`config.mk`:
```
export PLATFORM = sky130hd
export DESIGN_NAME = dpd_top
export DESIGN_NICKNAME = d
export VERILOG_FILES = /design/src/inc/dpd_pkg.sv /design/src/design/dpd_top.sv
export SDC_FILE = /design/constraint.sdc
export NUM_CORES = 1
export LEC_CHECK = 0
export ABC_AREA = 1
export CAP_MARGIN = 40
export CORE_ASPECT_RATIO = 0.6
export CORE_MARGIN = 3
export CORE_UTILIZATION = 67
export DETAILED_ROUTE_END_ITERATION = 8
export DONT_BUFFER_PORTS = 1
export GPL_TIMING_DRIVEN = 0
export PLACE_DENSITY = 0.86
export SLEW_MARGIN = 20
export SYNTH_ARGS = -nofsm -noshare
export SYNTH_HDL_FRONTEND = slang
export SYNTH_SLANG_ARGS = --single-unit
```
`constraint.sdc`:
```
create_clock -name mclk_i -period 8.5 [get_ports mclk_i]
set_input_delay 1.275 -clock mclk_i [delete_from_list [all_inputs] [get_ports mclk_i]]
set_output_delay 1.275 -clock mclk_i [all_outputs]
set_load 0.02 [all_outputs]
```
`src/inc/dpd_pkg.sv`:
```
/*
  dpd_pkg: register map, field layout, reset values, divider limits
  and the configuration carrier for the dual-loop divider path.
  Assumes a single 100 MHz system clock and a 16-bit register port.
*/
package dpd_pkg;

  localparam int unsigned DPD_AW = 8;
  localparam int unsigned DPD_DW = 16;

  // word addresses
  localparam logic [7:0] DPD_A_CTRL = 8'h00;
  localparam logic [7:0] DPD_A_INPUT_PRESCALE = 8'h01;
  localparam logic [7:0] DPD_A_FIRST_FB = 8'h02;
  localparam logic [7:0] DPD_A_MONITOR_FB = 8'h03;
  localparam logic [7:0] DPD_A_SECOND_PREDIV = 8'h04;
  localparam logic [7:0] DPD_A_SECOND_FB = 8'h05;
  localparam logic [7:0] DPD_A_CHAN_BASE = 8'h06;
  localparam logic [7:0] DPD_A_SYSREF_SEL = 8'h0B;
  localparam logic [7:0] DPD_A_STATUS = 8'h0C;
  localparam logic [7:0] DPD_A_SYSREF_VAL = 8'h0D;

  // control field positions
  localparam int unsigned DPD_B_BYPASS = 0;
  localparam int unsigned DPD_B_ROUTE = 1;
  localparam int unsigned DPD_B_DOUBLER = 2;
  localparam int unsigned DPD_B_MON_PD = 3;
  localparam int unsigned DPD_B_CP_LSB = 4;
  localparam int unsigned DPD_CP_W = 5;

  // sysref select field positions
  localparam int unsigned DPD_B_SR0 = 0;
  localparam int unsigned DPD_B_SR1 = 1;
  localparam int unsigned DPD_B_SR2 = 3;
  localparam int unsigned DPD_B_SR3 = 5;

  localparam int unsigned DPD_NCHAN = 5;
  localparam int unsigned DPD_NSTAGE = 4;

  // divider widths and limits
  localparam int unsigned DPD_PV_W = 12;
  localparam int unsigned DPD_MV0_W = 12;
  localparam int unsigned DPD_MV1_W = 9;
  localparam int unsigned DPD_PF_W = 6;
  localparam int unsigned DPD_MF_W = 9;
  localparam int unsigned DPD_NX_W = 8;
  localparam logic [15:0] DPD_PV_MIN = 16'h0001;
  localparam logic [15:0] DPD_PV_MAX = 16'h0FFF;
  localparam logic [15:0] DPD_MV0_MIN = 16'h0001;
  localparam logic [15:0] DPD_MV0_MAX = 16'h0FFF;
  localparam logic [15:0] DPD_MV1_MIN = 16'h0004;
  localparam logic [15:0] DPD_MV1_MAX = 16'h01FF;
  localparam logic [15:0] DPD_PF_MIN = 16'h0001;
  localparam logic [15:0] DPD_PF_MAX = 16'h003F;
  localparam logic [15:0] DPD_MF_MIN = 16'h0008;
  localparam logic [15:0] DPD_MF_MAX = 16'h01FF;
  localparam logic [15:0] DPD_NX_MIN = 16'h0001;
  localparam logic [15:0] DPD_NX_MAX = 16'h00A0;

  // charge pump: current = (code + 1) * step, 50 uA .. 1.6 mA
  localparam int unsigned DPD_CP_STEP_UA = 50;

  // reset values
  localparam logic [11:0] DPD_RST_PV = 12'h001;
  localparam logic [11:0] DPD_RST_MV0 = 12'h001;
  localparam logic [8:0] DPD_RST_MV1 = 9'h018;
  localparam logic [5:0] DPD_RST_PF = 6'h01;
  localparam logic [8:0] DPD_RST_MF = 9'h014;
  localparam logic [7:0] DPD_RST_NX = 8'h01;
  localparam logic [4:0] DPD_RST_CP = 5'h00;
  localparam logic [6:0] DPD_RST_SR = 7'h00;

  // doubler period counter width
  localparam int unsigned DPD_PER_W = 16;

  typedef struct packed {
    logic first_loop_bypass;
    logic feedback_route_select;
    logic doubler_enable;
    logic monitor_div_powerdown;
    logic [4:0] cp_code;
    logic [11:0] input_prescale_div;
    logic [11:0] first_loop_feedback_div;
    logic [8:0] monitor_feedback_div;
    logic [5:0] second_loop_prediv;
    logic [8:0] second_loop_feedback_div;
    logic [6:0] sysref_sel;
  } dpd_cfg_t;

  typedef struct packed {
    logic first_loop_pfd_ref;
    logic first_loop_pfd_fb;
    logic monitor_ref;
    logic second_loop_pfd_ref;
    logic second_loop_pfd_fb;
    logic sysref_tick;
  } dpd_ticks_t;

  function automatic logic [15:0] dpd_clamp(input logic [15:0] v, input logic [15:0] lo,
                                           input logic [15:0] hi);
    logic [15:0] r;
    r = v;
    if (v < lo)
    begin
      r = lo;
    end
    else if (v > hi)
    begin
      r = hi;
    end
    return r;
  endfunction

endpackage

```
`src/design/dpd_top.sv`:
```
/*
  dpd_top: configuration registers and integer divider path of a
  two-stage clock synthesizer (input prescaler, first-loop feedback and
  monitor dividers, second-loop pre-divider/doubler and feedback divider,
  five channel dividers, composite sysref rate divider).
  Assumes each oscillator edge arrives as a one-cycle tick synchronous
  to mclk_i, at most one tick per source per cycle.
*/
//
// Behaviour
// RL1: input prescaler divides by 1 to 4095, 12-bit field.
// RL2: first feedback divider 12 bits; monitor divider 9 bits, 4 to 511.
// RL3: second-loop pre-divider divides by 1 to 63, 6-bit field.
// RL4: second-loop feedback divider divides by 8 to 511, 9-bit field.
// RL5: five channel dividers, each 1 to 160, output is oscillator over value.
// RL6: sysref divider is product of four factor sets, 16 to 5120.
// RL7: bypass 0 runs first loop; 1 disables it, prescaled input feeds second loop.
// RL8: host sets manual input selection while first loop is bypassed.
// RL9: route 0: first loop feeds back through first feedback divider alone.
// RL10: route 1: feedback via second loop, monitor then first feedback divider.
// RL11: host picks cascaded route with pre-divider 1 for fixed delay.
// RL12: host sets monitor divider so its output matches input reference.
// RL13: doubler doubles first loop output and bypasses the pre-divider.
// RL14: host programs pre-divider when doubler is off, typically 1.
// RL15: host chooses divider values that let both loops lock.
// RL16: charge pump current 50 uA steps, 50 uA to 1.6 mA.
// RL17: host places first phase detector between 120 kHz and input rate.
// RL18: doubler 0 pre-divider divides; 1 doubles and pre-divider idle.
// RL19: host keeps monitor divider powered for loss-of-signal detection.
// RL20: each divider gives one pulse per N ticks, restarts on value change.
`timescale 1ns/1ps

module dpd_pdiv #(
  parameter int unsigned W = 12
) (
  // clock and reset
  input wire logic mclk_i,
  input wire logic reset_n_i,
  // divider control
  input wire logic en_i,
  input wire logic clr_i,
  input wire logic [W-1:0] n_i,
  // ticks
  input wire logic tick_i,
  output logic tick_o
);
  logic [W-1:0] cnt;
  logic [W-1:0] n_last;
  logic pulse;
  logic [W-1:0] next_cnt;
  logic [W-1:0] next_n_last;
  logic next_pulse;

  always_comb
  begin
    next_cnt = cnt;
    next_n_last = n_i;
    next_pulse = 1'b0;
    if (!en_i || clr_i || (n_i != n_last))
    begin
      next_cnt = '0; // see RL20
    end
    else if (tick_i)
    begin
      if (cnt >= W'(n_i - W'(1)))
      begin
        next_cnt = '0;
        next_pulse = 1'b1; // see RL20
      end
      else
      begin
        next_cnt = W'(cnt + W'(1));
      end
    end
  end

  always_ff @(posedge mclk_i or negedge reset_n_i)
  begin
    if (!reset_n_i)
    begin
      cnt <= '0;
      n_last <= '0;
      pulse <= 1'b0;
    end
    else
    begin
      cnt <= next_cnt;
      n_last <= next_n_last;
      pulse <= next_pulse;
    end
  end

  assign tick_o = pulse;
endmodule

module dpd_top (
  // clock and reset
  input wire logic mclk_i,
  input wire logic reset_n_i,
  // register port
  input wire logic [dpd_pkg::DPD_AW-1:0] addr_i,
  input wire logic [dpd_pkg::DPD_DW-1:0] wdata_i,
  input wire logic wr_i,
  input wire logic rd_i,
  output logic [dpd_pkg::DPD_DW-1:0] rdata_o,
  // oscillator edge ticks
  input wire logic ref_tick_i,
  input wire logic vcxo_tick_i,
  input wire logic vco_tick_i,
  // loop controls
  output logic first_loop_enable_o,
  output logic [dpd_pkg::DPD_CP_W-1:0] cp_code_o,
  // divided ticks
  output dpd_pkg::dpd_ticks_t ticks_o,
  output logic [dpd_pkg::DPD_NCHAN-1:0] channel_tick_o
);
  import dpd_pkg::*;

  dpd_cfg_t cfg;
  dpd_cfg_t next_cfg;
  logic [DPD_NX_W-1:0] chan_div [DPD_NCHAN];
  logic [DPD_NX_W-1:0] next_chan_div [DPD_NCHAN];
  logic [DPD_DW-1:0] rdata;
  logic [DPD_DW-1:0] next_rdata;
  logic path_clr;
  logic next_path_clr;
  logic [15:0] sysref_val;
  logic [2:0] pow_sum;
  logic [4:0] stage_n [DPD_NSTAGE];
  logic [DPD_NSTAGE:0] stage_tick;
  logic pv_tick;
  logic mv1_tick;
  logic mv0_tick;
  logic mv0_src;
  logic second_src;
  logic pf_tick;
  logic dbl_tick;
  logic mf_tick;
  logic [DPD_PER_W-1:0] per_cnt;
  logic [DPD_PER_W-1:0] half_per;
  logic dbl_extra;
  logic [DPD_PER_W-1:0] next_per_cnt;
  logic [DPD_PER_W-1:0] next_half_per;
  logic next_dbl_extra;

  // sysref factors: {2,4} x {2,4,8,16} x {2,4,8,16} x {2,3,4,5}
  always_comb
  begin
    stage_n[0] = 5'(5'h02 << cfg.sysref_sel[DPD_B_SR0]); // see RL6
    stage_n[1] = 5'(5'h02 << cfg.sysref_sel[DPD_B_SR1 +: 2]);
    stage_n[2] = 5'(5'h02 << cfg.sysref_sel[DPD_B_SR2 +: 2]);
    stage_n[3] = 5'(5'h02 + 5'(cfg.sysref_sel[DPD_B_SR3 +: 2]));
    pow_sum = 3'(3'(cfg.sysref_sel[DPD_B_SR0]) + 3'(cfg.sysref_sel[DPD_B_SR1 +: 2])
      + 3'(cfg.sysref_sel[DPD_B_SR2 +: 2]));
    sysref_val = 16'((16'h0008 << pow_sum) * 16'(stage_n[3])); // see RL6
  end

  // register writes and read-back
  always_comb
  begin
    next_cfg = cfg;
    next_chan_div = chan_div;
    next_rdata = '0;
    next_path_clr = 1'b0;
    if (wr_i)
    begin
      case (addr_i)
        DPD_A_CTRL:
        begin
          next_cfg.first_loop_bypass = wdata_i[DPD_B_BYPASS];
          next_cfg.feedback_route_select = wdata_i[DPD_B_ROUTE];
          next_cfg.doubler_enable = wdata_i[DPD_B_DOUBLER];
          next_cfg.monitor_div_powerdown = wdata_i[DPD_B_MON_PD];
          next_cfg.cp_code = wdata_i[DPD_B_CP_LSB +: DPD_CP_W]; // see RL16
          next_path_clr = 1'b1;
        end
        DPD_A_INPUT_PRESCALE:
          next_cfg.input_prescale_div =
            DPD_PV_W'(dpd_clamp(wdata_i, DPD_PV_MIN, DPD_PV_MAX)); // see RL1
        DPD_A_FIRST_FB:
          next_cfg.first_loop_feedback_div =
            DPD_MV0_W'(dpd_clamp(wdata_i, DPD_MV0_MIN, DPD_MV0_MAX)); // see RL2
        DPD_A_MONITOR_FB:
          next_cfg.monitor_feedback_div =
            DPD_MV1_W'(dpd_clamp(wdata_i, DPD_MV1_MIN, DPD_MV1_MAX)); // see RL2
        DPD_A_SECOND_PREDIV:
          next_cfg.second_loop_prediv =
            DPD_PF_W'(dpd_clamp(wdata_i, DPD_PF_MIN, DPD_PF_MAX)); // see RL3
        DPD_A_SECOND_FB:
          next_cfg.second_loop_feedback_div =
            DPD_MF_W'(dpd_clamp(wdata_i, DPD_MF_MIN, DPD_MF_MAX)); // see RL4
        DPD_A_SYSREF_SEL:
          next_cfg.sysref_sel = wdata_i[6:0];
        default:
        begin
          for (int i = 0; i < DPD_NCHAN; i++)
          begin
            if (addr_i == 8'(DPD_A_CHAN_BASE + 8'(i)))
            begin
              next_chan_div[i] =
                DPD_NX_W'(dpd_clamp(wdata_i, DPD_NX_MIN, DPD_NX_MAX)); // see RL5
            end
          end
        end
      endcase
    end
    if (rd_i)
    begin
      case (addr_i)
        DPD_A_CTRL:
          next_rdata = 16'({cfg.cp_code, cfg.monitor_div_powerdown, cfg.doubler_enable,
            cfg.feedback_route_select, cfg.first_loop_bypass});
        DPD_A_INPUT_PRESCALE: next_rdata = 16'(cfg.input_prescale_div);
        DPD_A_FIRST_FB: next_rdata = 16'(cfg.first_loop_feedback_div);
        DPD_A_MONITOR_FB: next_rdata = 16'(cfg.monitor_feedback_div);
        DPD_A_SECOND_PREDIV: next_rdata = 16'(cfg.second_loop_prediv);
        DPD_A_SECOND_FB: next_rdata = 16'(cfg.second_loop_feedback_div);
        DPD_A_SYSREF_SEL: next_rdata = 16'(cfg.sysref_sel);
        DPD_A_STATUS:
          next_rdata = 16'({!cfg.monitor_div_powerdown,
            !cfg.doubler_enable, !cfg.first_loop_bypass});
        DPD_A_SYSREF_VAL: next_rdata = sysref_val;
        default:
        begin
          for (int i = 0; i < DPD_NCHAN; i++)
          begin
            if (addr_i == 8'(DPD_A_CHAN_BASE + 8'(i)))
            begin
              next_rdata = 16'(chan_div[i]);
            end
          end
        end
      endcase
    end
  end

  always_ff @(posedge mclk_i or negedge reset_n_i)
  begin
    if (!reset_n_i)
    begin
      cfg <= '{first_loop_bypass: 1'b0, feedback_route_select: 1'b0, doubler_enable: 1'b0,
        monitor_div_powerdown: 1'b0, cp_code: DPD_RST_CP, input_prescale_div: DPD_RST_PV,
        first_loop_feedback_div: DPD_RST_MV0, monitor_feedback_div: DPD_RST_MV1,
        second_loop_prediv: DPD_RST_PF, second_loop_feedback_div: DPD_RST_MF,
        sysref_sel: DPD_RST_SR};
      for (int i = 0; i < DPD_NCHAN; i++)
      begin
        chan_div[i] <= DPD_RST_NX;
      end
      rdata <= '0;
      path_clr <= 1'b0;
    end
    else
    begin
      cfg <= next_cfg;
      chan_div <= next_chan_div;
      rdata <= next_rdata;
      path_clr <= next_path_clr;
    end
  end

  // first loop: prescaler always runs, it feeds the second loop in bypass
  dpd_pdiv #(.W(DPD_PV_W)) u_pv (
    .mclk_i(mclk_i), .reset_n_i(reset_n_i), .en_i(1'b1), .clr_i(path_clr),
    .n_i(cfg.input_prescale_div), .tick_i(ref_tick_i), .tick_o(pv_tick)); // see RL1

  // monitor divider on the oscillator, stopped when powered down
  dpd_pdiv #(.W(DPD_MV1_W)) u_mv1 (
    .mclk_i(mclk_i), .reset_n_i(reset_n_i), .en_i(!cfg.monitor_div_powerdown),
    .clr_i(path_clr), .n_i(cfg.monitor_feedback_div), .tick_i(vco_tick_i),
    .tick_o(mv1_tick)); // see RL2

  // feedback source: external oscillator alone, or cascade via monitor divider
  assign mv0_src = cfg.feedback_route_select ? mv1_tick : vcxo_tick_i; // see RL9 see RL10

  dpd_pdiv #(.W(DPD_MV0_W)) u_mv0 (
    .mclk_i(mclk_i), .reset_n_i(reset_n_i), .en_i(!cfg.first_loop_bypass),
    .clr_i(path_clr), .n_i(cfg.first_loop_feedback_div), .tick_i(mv0_src),
    .tick_o(mv0_tick)); // see RL7

  // second loop reference source
  assign second_src = cfg.first_loop_bypass ? pv_tick : vcxo_tick_i; // see RL7

  dpd_pdiv #(.W(DPD_PF_W)) u_pf (
    .mclk_i(mclk_i), .reset_n_i(reset_n_i), .en_i(!cfg.doubler_enable),
    .clr_i(path_clr), .n_i(cfg.second_loop_prediv), .tick_i(second_src),
    .tick_o(pf_tick)); // see RL3 see RL18

  // doubler: source tick plus one more at half the last measured period
  always_comb
  begin
    next_per_cnt = per_cnt;
    next_half_per = half_per;
    next_dbl_extra = 1'b0;
    if (!cfg.doubler_enable || path_clr)
    begin
      next_per_cnt = '0;
      next_half_per = '0;
    end
    else if (second_src)
    begin
      next_per_cnt = DPD_PER_W'(1);
      next_half_per = DPD_PER_W'(per_cnt >> 1);
    end
    else
    begin
      if (per_cnt != '1)
      begin
        next_per_cnt = DPD_PER_W'(per_cnt + DPD_PER_W'(1));
      end
      next_dbl_extra = (half_per != '0) && (per_cnt == half_per); // see RL13
    end
  end

  always_ff @(posedge mclk_i or negedge reset_n_i)
  begin
    if (!reset_n_i)
    begin
      per_cnt <= '0;
      half_per <= '0;
      dbl_extra <= 1'b0;
    end
    else
    begin
      per_cnt <= next_per_cnt;
      half_per <= next_half_per;
      dbl_extra <= next_dbl_extra;
    end
  end

  assign dbl_tick = cfg.doubler_enable && dbl_extra; // see RL18

  // second loop feedback always through its own divider
  dpd_pdiv #(.W(DPD_MF_W)) u_mf (
    .mclk_i(mclk_i), .reset_n_i(reset_n_i), .en_i(1'b1), .clr_i(path_clr),
    .n_i(cfg.second_loop_feedback_div), .tick_i(vco_tick_i), .tick_o(mf_tick)); // see RL9

  // channel dividers
  for (genvar c = 0; c < DPD_NCHAN; c++)
  begin : g_chan
    dpd_pdiv #(.W(DPD_NX_W)) u_nx (
      .mclk_i(mclk_i), .reset_n_i(reset_n_i), .en_i(1'b1), .clr_i(1'b0),
      .n_i(chan_div[c]), .tick_i(vco_tick_i), .tick_o(channel_tick_o[c])); // see RL5
  end

  // sysref cascade of four factor stages
  assign stage_tick[0] = vco_tick_i;
  for (genvar s = 0; s < DPD_NSTAGE; s++)
  begin : g_sysref
    dpd_pdiv #(.W(5)) u_ns (
      .mclk_i(mclk_i), .reset_n_i(reset_n_i), .en_i(1'b1), .clr_i(1'b0),
      .n_i(stage_n[s]), .tick_i(stage_tick[s]), .tick_o(stage_tick[s+1])); // see RL6
  end

  // doubled path: registered so source and extra ticks align to one cycle
  logic second_ref;
  logic next_second_ref;
  always_comb
  begin
    next_second_ref = cfg.doubler_enable ? (second_src || dbl_tick) : 1'b0;
  end
  always_ff @(posedge mclk_i or negedge reset_n_i)
  begin
    if (!reset_n_i)
    begin
      second_ref <= 1'b0;
    end
    else
    begin
      second_ref <= next_second_ref;
    end
  end

  assign rdata_o = rdata;
  assign first_loop_enable_o = !cfg.first_loop_bypass; // see RL7
  assign cp_code_o = cfg.cp_code; // see RL16
  assign ticks_o.first_loop_pfd_ref = pv_tick && !cfg.first_loop_bypass;
  assign ticks_o.first_loop_pfd_fb = mv0_tick;
  assign ticks_o.monitor_ref = mv1_tick;
  assign ticks_o.second_loop_pfd_ref = cfg.doubler_enable ? second_ref : pf_tick; // see RL13
  assign ticks_o.second_loop_pfd_fb = mf_tick;
  assign ticks_o.sysref_tick = stage_tick[DPD_NSTAGE];
endmodule

```
Word-level counts from Yosys, hierarchy flattened
Index checks and enable logic that the tools add are counted.
{"block": "classes", "n_eq_ne": 29, "shifts": 4, "multipliers": 1, "bitwise": 1, "n_reduce_logical": 47, "mux": 113, "addsub": 32, "n_lt_le_gt_ge": 21}
{"op": "$mux W16", "count": 10}
{"op": "$mux W8", "count": 18}
{"op": "$pmux W16 S9", "count": 1}
{"op": "$mux W12", "count": 8}
{"op": "$mux W9", "count": 9}
{"op": "$mux W5", "count": 12}
{"op": "$mux W1", "count": 50}
{"op": "$eq A8 B4 Y1 const B", "count": 6}
{"op": "$add A8 B1 Y8 const B", "count": 5}
{"op": "$ge A8 B8 Y1", "count": 5}
{"op": "$ne A8 B8 Y1", "count": 5}
{"op": "$sub A8 B1 Y8 const B", "count": 5}
{"op": "$eq A8 B3 Y1 const B", "count": 4}
{"op": "$mux W6", "count": 5}
{"op": "$reduce_bool A2 Y1", "count": 15}
{"op": "$add A12 B1 Y12 const B", "count": 2}
{"op": "$ge A12 B12 Y1", "count": 2}
{"op": "$ne A12 B12 Y1", "count": 2}
{"op": "$sub A12 B1 Y12 const B", "count": 2}
{"op": "$add A5 B1 Y5 const B", "count": 4}
{"op": "$ge A5 B5 Y1", "count": 4}
{"op": "$add A9 B1 Y9 const B", "count": 2}
{"op": "$ge A9 B9 Y1", "count": 2}
{"op": "$ne A9 B9 Y1", "count": 2}
{"op": "other kinds (38)", "count": 68}
{"block": "totals", "inputBits": 31, "out_inout_bits": 33, "word_cells": 312, "regBits": 383}

Depth between registers and ports, before layout
{"block": "logic_depth", "ltp_word": 8, "depth_mapped": 20}

Modules after synthesis
From an unflattened synthesis, not the netlist that was laid out.
{"block": "hier_totals", "cells_unflattened": 3469, "area_unflattened_um2": 25256.7}
{"mod": "dpd_top", "area_each_um2": 8496.9, "cells_each": 1114, "instances": 1}
{"mod": "dpd_pdiv at u_mv0 ...", "area_each_um2": 1886.8, "cells_each": 277, "instances": 2}
{"mod": "dpd_pdiv at g_chan[2].u_nx ...", "area_each_um2": 1218.7, "cells_each": 176, "instances": 3}
{"mod": "dpd_pdiv at g_sysref[0].u_ns ...", "area_each_um2": 785.8, "cells_each": 104, "instances": 4}
{"mod": "dpd_pdiv at g_chan[0].u_nx ...", "area_each_um2": 1238.7, "cells_each": 166, "instances": 2}
{"mod": "dpd_pdiv at u_mv1", "area_each_um2": 1381.3, "cells_each": 195, "instances": 1}
{"mod": "dpd_pdiv at u_mf", "area_each_um2": 1368.8, "cells_each": 191, "instances": 1}
{"mod": "dpd_pdiv at u_pf", "area_each_um2": 959.7, "cells_each": 139, "instances": 1}

Worst setup path after synthesis
OpenSTA, ideal clock, no wires.
{"block": "synth_timing", "path_type": "reg2reg", "startpoint": "register cfg[0] (netlist bit)", "endpoint": "register rdata[13], in the netlist rdata_o[13]", "setup_slack_ns": 5.215, "path_buffers": 0, "period_less_slack_ns": 3.285, "t_arrival_ns": 3.201, "stages_incl_launch_ff": 20, "path_cell_list": "dfrtp_1 > fa_1 > inv_1 > fa_1 > inv_1 > nor3_1 > nand2_1 > o21ai_0 > ha_1 > ha_1 > inv_1 > fa_1 > nand3b_1 > nand2_1 > nand2_1 > nand2_1 > a21oi_1 > nor2_1 > o21ai_0 > a21boi_0"}
{"block": "synth_via", "elab_chain_cells": 6}
{"element": "start: declaration", "line": "dpd_top.sv:119", "text": "dpd_cfg_t cfg;"}
{"element": "start signal: assignment", "line": "dpd_top.sv:241", "text": "cfg <= '{first_loop_bypass: 1'b0, feedback_route_select: 1'b0, doubler_enable: 1'b0,"}
{"element": "start signal: assignment", "line": "dpd_top.sv:255", "text": "cfg <= next_cfg;"}
{"element": "$add A1 B2 Y3", "line": "dpd_top.sv:153", "text": "pow_sum = 3'(3'(cfg.sysref_sel[DPD_B_SR0]) + 3'(cfg.sysref_sel[DPD_B_SR1 +: 2])"}
{"element": "$add A3 B2 Y3", "line": "dpd_top.sv:154", "text": "+ 3'(cfg.sysref_sel[DPD_B_SR2 +: 2]));"}
{"element": "$shl A4 B3 Y16", "line": "dpd_top.sv:155", "text": "sysref_val = 16'((16'h0008 << pow_sum) * 16'(stage_n[3]));"}
{"element": "$mul A16 B3 Y16", "line": "dpd_top.sv:155"}
{"element": "$pmux W16 S9", "line": "dpd_top.sv:209", "text": "case (addr_i)"}
{"element": "$mux W16", "line": "dpd_top.sv:207", "text": "if (rd_i)"}
{"element": "net next_rdata[13]", "line": "dpd_top.sv:124", "text": "logic [DPD_DW-1:0] next_rdata;"}
{"element": "end signal: assignment", "line": "dpd_top.sv:257", "text": "rdata <= next_rdata;"}
{"element": "end: declaration", "line": "dpd_top.sv:123", "text": "logic [DPD_DW-1:0] rdata;"}
The timed path passes the listed nets, and every way through them passes these cells.
A chain may end at the register's enable or synchronous reset.

Worst setup path after layout
{"block": "layout_timing", "startpoint": "register cfg[0] (netlist bit)", "endpoint": "register rdata[7], in the netlist rdata_o[7]"}
The elaborated chain is that of the path after synthesis.

==> results.md <==
- In the layout the commonest cells are nand2_1, dfrtp_1, inv_1.
- The fraction of final layout cells with drive strength greater than 1 is under 10%.
- STA classifies the critical path startpoint as a flop.
- The leading cell type in the layout, fill and taps excluded is nand2_1.
- Entering global routing, the biggest net connects around 380 pins.
- For this design the ratio of total power to cell area is 199 nW/um^2.
- The H-tree was split into 2 levels.
- The die span in x is 238 microns.
- In this run the clock root is driven by a clkbuf_16.
- The total detailed-routing wirelength is about 59 mm.
- In this run, synthesis inferred 0 flip-flops with an integrated enable.
- In this run the static leakage power is 11.9 nW.
- The kind of critical path is flop to flop.
- After floorplanning, the core was sized to cover 31,500 sq um.
- The distinct cell type count of the synthesized netlist is 61.
- In the synthesized netlist the async set-or-reset flop fraction comes to 100%.
- TritonCTS built the clock tree.
- The synthesis-to-finish area growth is 8.52%.
- For the final routed database, the setup TNS stands at 0 ns.
- The synthesized design devotes to its leading area cell type about two fifths of total area.
- The transition time of the tightest slew-check pin is 0.957 ns.
- The worst slew slack as a fraction of its limit is a little over a third.
- The leftover overflow at the end of global routing is 0.
- In the post-synthesis netlist, the biggest area contributors are dfrtp_1, nand2_1, ha_1, inv_1, nor2_1.
- Input and output buffers added on the ports amount to 0.
- The final-report setup violation count is 0.
- The routed design could run at a clock period as short as 3.86 ns.
- The final-report max-slew violation count is 0.
- Each instance of the synthesized netlist takes up on average 8.13 sq um.
- Pin placement for this block handled 64 I/O pins.
- The number of rows created at floorplan is 50.
- For this block, the initial DRC count from the detailed router was 2,382.
- Global routing used 34.3% of the available tracks.
- The clock passes through at most 3 buffers.
- Of all nets on the critical path, the largest fanout is 8.
- The ratio of final minimum period to clock period is 45.4%.
- The clock-pin transition on the worst setup and hold timing paths is ~0.07 ns.
- The final layout net count is 2,882.
- The number of warnings printed during yosys synthesis is 0.
- The max-capacitance violation count is 0.
- The initial antenna violation count is 0.
- The final estimated routing congestion in global placement is 1.04.
- Data arrives at the worst endpoint at 4.28 ns.
- The flow ran to the end, and the final reports show no timing, DRC or antenna violations.
- The insertion delay of the later-clocked pin in the worst-skew pair is roughly 0.54 ns.
- IR analysis of the VDD net gives a maximum drop of 0.000119 V.
- Clock skew on the completed layout was measured at 0.0224 ns.
- In this run the remaining antenna-violating nets after routing total 0.
- The synthesis-stage register bit count is 375.
- The data required time of the critical path is 8.93 ns.
- The die covers 34,600 sq um.
- Post-CTS repair changed the size of 0 cells.
- The dominant register cell in the synthesized netlist is dfrtp_1.
- The summed instance area of the synthesized netlist is 21,700 sq um.
- The leading area contributor after synthesis is dfrtp_1.
- The share of the yosys chip area belonging to registers is 43.4%.
- Cells fill 74.6% of the core in the end.
- The wire length of the first global-routing pass is about 96 mm.
- Using the TritonRoute via totals, the vias-per-cell ratio works out to 6.02.
- The number of global-route vias before repair is 18,200.
- Counting the buffers created by CTS gives 37.
- Counting the fill cells in the layout gives 2,272.
- The worst setup path is captured at a flop.
- The post-synthesis cell count is 2,666.
- The number of clock sinks seen by CTS is roughly 380.
- The detailed-routing iteration count for the pre-antenna-repair pass is 6.
- The number of hold violations in the final report came to 0.
- The vertical die dimension is 145 microns.
- The half-perimeter wire length after placement is 43.7 mm.
- In the final routed layout, each cell accounts on average for 18.7 microns.
- The count of unresolved DRC violations after routing is 0.
- For this configuration, the core starts out at a cell density of between 60% and 70%.
- The setup fix buffers added after clock tree synthesis is 0.
- Setup repair after global routing left no endpoint under its margin.
- After clock tree synthesis, the flow added hold-fix buffers numbering 0.
- The total vias in the final route is around 19,000.
- The maximum operating frequency is 0.259 GHz.
- The worst min-delay path class is flop to flop.
-- Yosys cell counts, drive strengths merged (13+ instances only) --
cell,number
clkbuf,28
nor3,56
ha,139
nand3,112
dfrtp,363
nor2,279
o22ai,49
or2,35
a21oi,74
xnor2,42
buf,32
o2111ai,13
xor2,107
inv,345
nand3b,17
o21ai,181
nor4,14
nand2,644
nand4,55
o211ai,15
-- final timing paths --
kind	cells past startpoint	to	from	slack (ns)
min in group asynchronous	0	g_sysref[3].u_ns.cnt[4]	reset_n_i	0.44
min reg2reg	0	u_mv0.n_last[7]	cfg[38]	0.37
min	0	u_mv0.n_last[7]	cfg[38]	0.37
max reg2reg	17	rdata_o[7]	cfg[0]	4.64
max in group asynchronous	0	g_chan[0].u_nx.cnt[2]	reset_n_i	7.27
max	17	rdata_o[7]	cfg[0]	4.64
-- flip-flops by register name (all words and copies together) (netlist names), 6 cells and up --
| register | cells |
|---|---|
| cfg | 59 |
| chan_div | 40 |
| g_chan.u_nx.cnt | 40 |
| g_chan.u_nx.n_last | 40 |
| g_sysref.u_ns.cnt | 20 |
| g_sysref.u_ns.n_last | 13 |
| half_per | 15 |
| per_cnt | 16 |
| rdata_o | 14 |
| u_mf.cnt | 9 |
| u_mf.n_last | 9 |
| u_mv0.cnt | 12 |
| u_mv0.n_last | 12 |
| u_mv1.cnt | 9 |
| u_mv1.n_last | 9 |
| u_pf.cnt | 6 |
| u_pf.n_last | 6 |
| u_pv.cnt | 12 |
| u_pv.n_last | 12 |
-- kinds of logic after synthesis --
| logic type | share of synthesized area [%] |
|---|---|
| AND/OR/NAND/NOR | 24.7 |
| buffers and inverters | 7.56 |
| flip-flops | 43.4 |
| AO/OA/AOI/OAI | 10.1 |
| XOR/XNOR | 6.02 |
| adder cells (fa/ha/maj) | 8.30 |
| other | 0.0173 |
-- final cells by class --
class	instances	area [sq um]	area share [%]
Sequential cell	375	9400	40.0
Clock buffer	49	1030	4.38
Antenna cell	1	2.50	0.0106
Multi-Input combinational cell	1888	10600	45.3
Buffer	60	340	1.45
Tap cell	416	520	2.21
Inverter	345	1300	5.52
Clock inverter	16	268	1.14
Timing Repair Buffer	2	16.3	0.0692
-- worst max-delay path, stage by stage, from the launching register on --
cell	delay (ns)
dfrtp_1	0.47
fa_1	0.45
inv_1	0.08
fa_1	0.15
clkbuf_1	0.27
inv_1	0.16
nor4_1	0.46
ha_1	0.23
ha_1	0.17
inv_1	0.06
fa_1	0.38
xnor2_1	0.18
nand2_1	0.09
o211ai_1	0.14
nor2_1	0.09
nand2_1	0.07
nand2_1	0.08
nor2_1	0.23
-- power breakdown --
part / switching, W / leakage [nW] / internal, W
sequential: 0.000155 / 4.91 / 0.00192
clock: 0.000721 / 0.621 / 0.00107
combinational: 0.000520 / 6.36 / 0.000292
total: 0.00140 / 11.9 / 0.00328
-- stage by stage --
step / hold slack (ns) / setup WS, ns / instances / power [W] / cell area, sq um
3_5_place_dp: 0.355 / 4.80 / 3085 / 0.00288 / 22200
3_3_place_gp: 0.353 / 4.91 / 3084 / 0.00281 / 22200
2_1_floorplan: 0.349 / 5.22 / 2668 / 0.00265 / 21700
4_1_cts: 0.371 / 4.74 / 3150 / 0.00466 / 23500
6_report: 0.371 / 4.64 / 3152 / 0.00468 / 23500
5_1_grt: 0.390 / 4.47 / 3151 / 0.00489 / 23500
-- routing by layer --
| metal | vias up | routed length [microns] | GRT usage, % |
|---|---|---|---|
| li1 | 8753 | - | - |
| met1 | 9079 | 25800 | 51.0 |
| met2 | 991 | 24800 | 50.0 |
| met3 | 162 | 6410 | 8.47 |
| met4 | 0 | 1840 | 10.2 |
| met5 | - | 0 | 0 |
No activity file was read; power rests on OpenSTA's default activity.
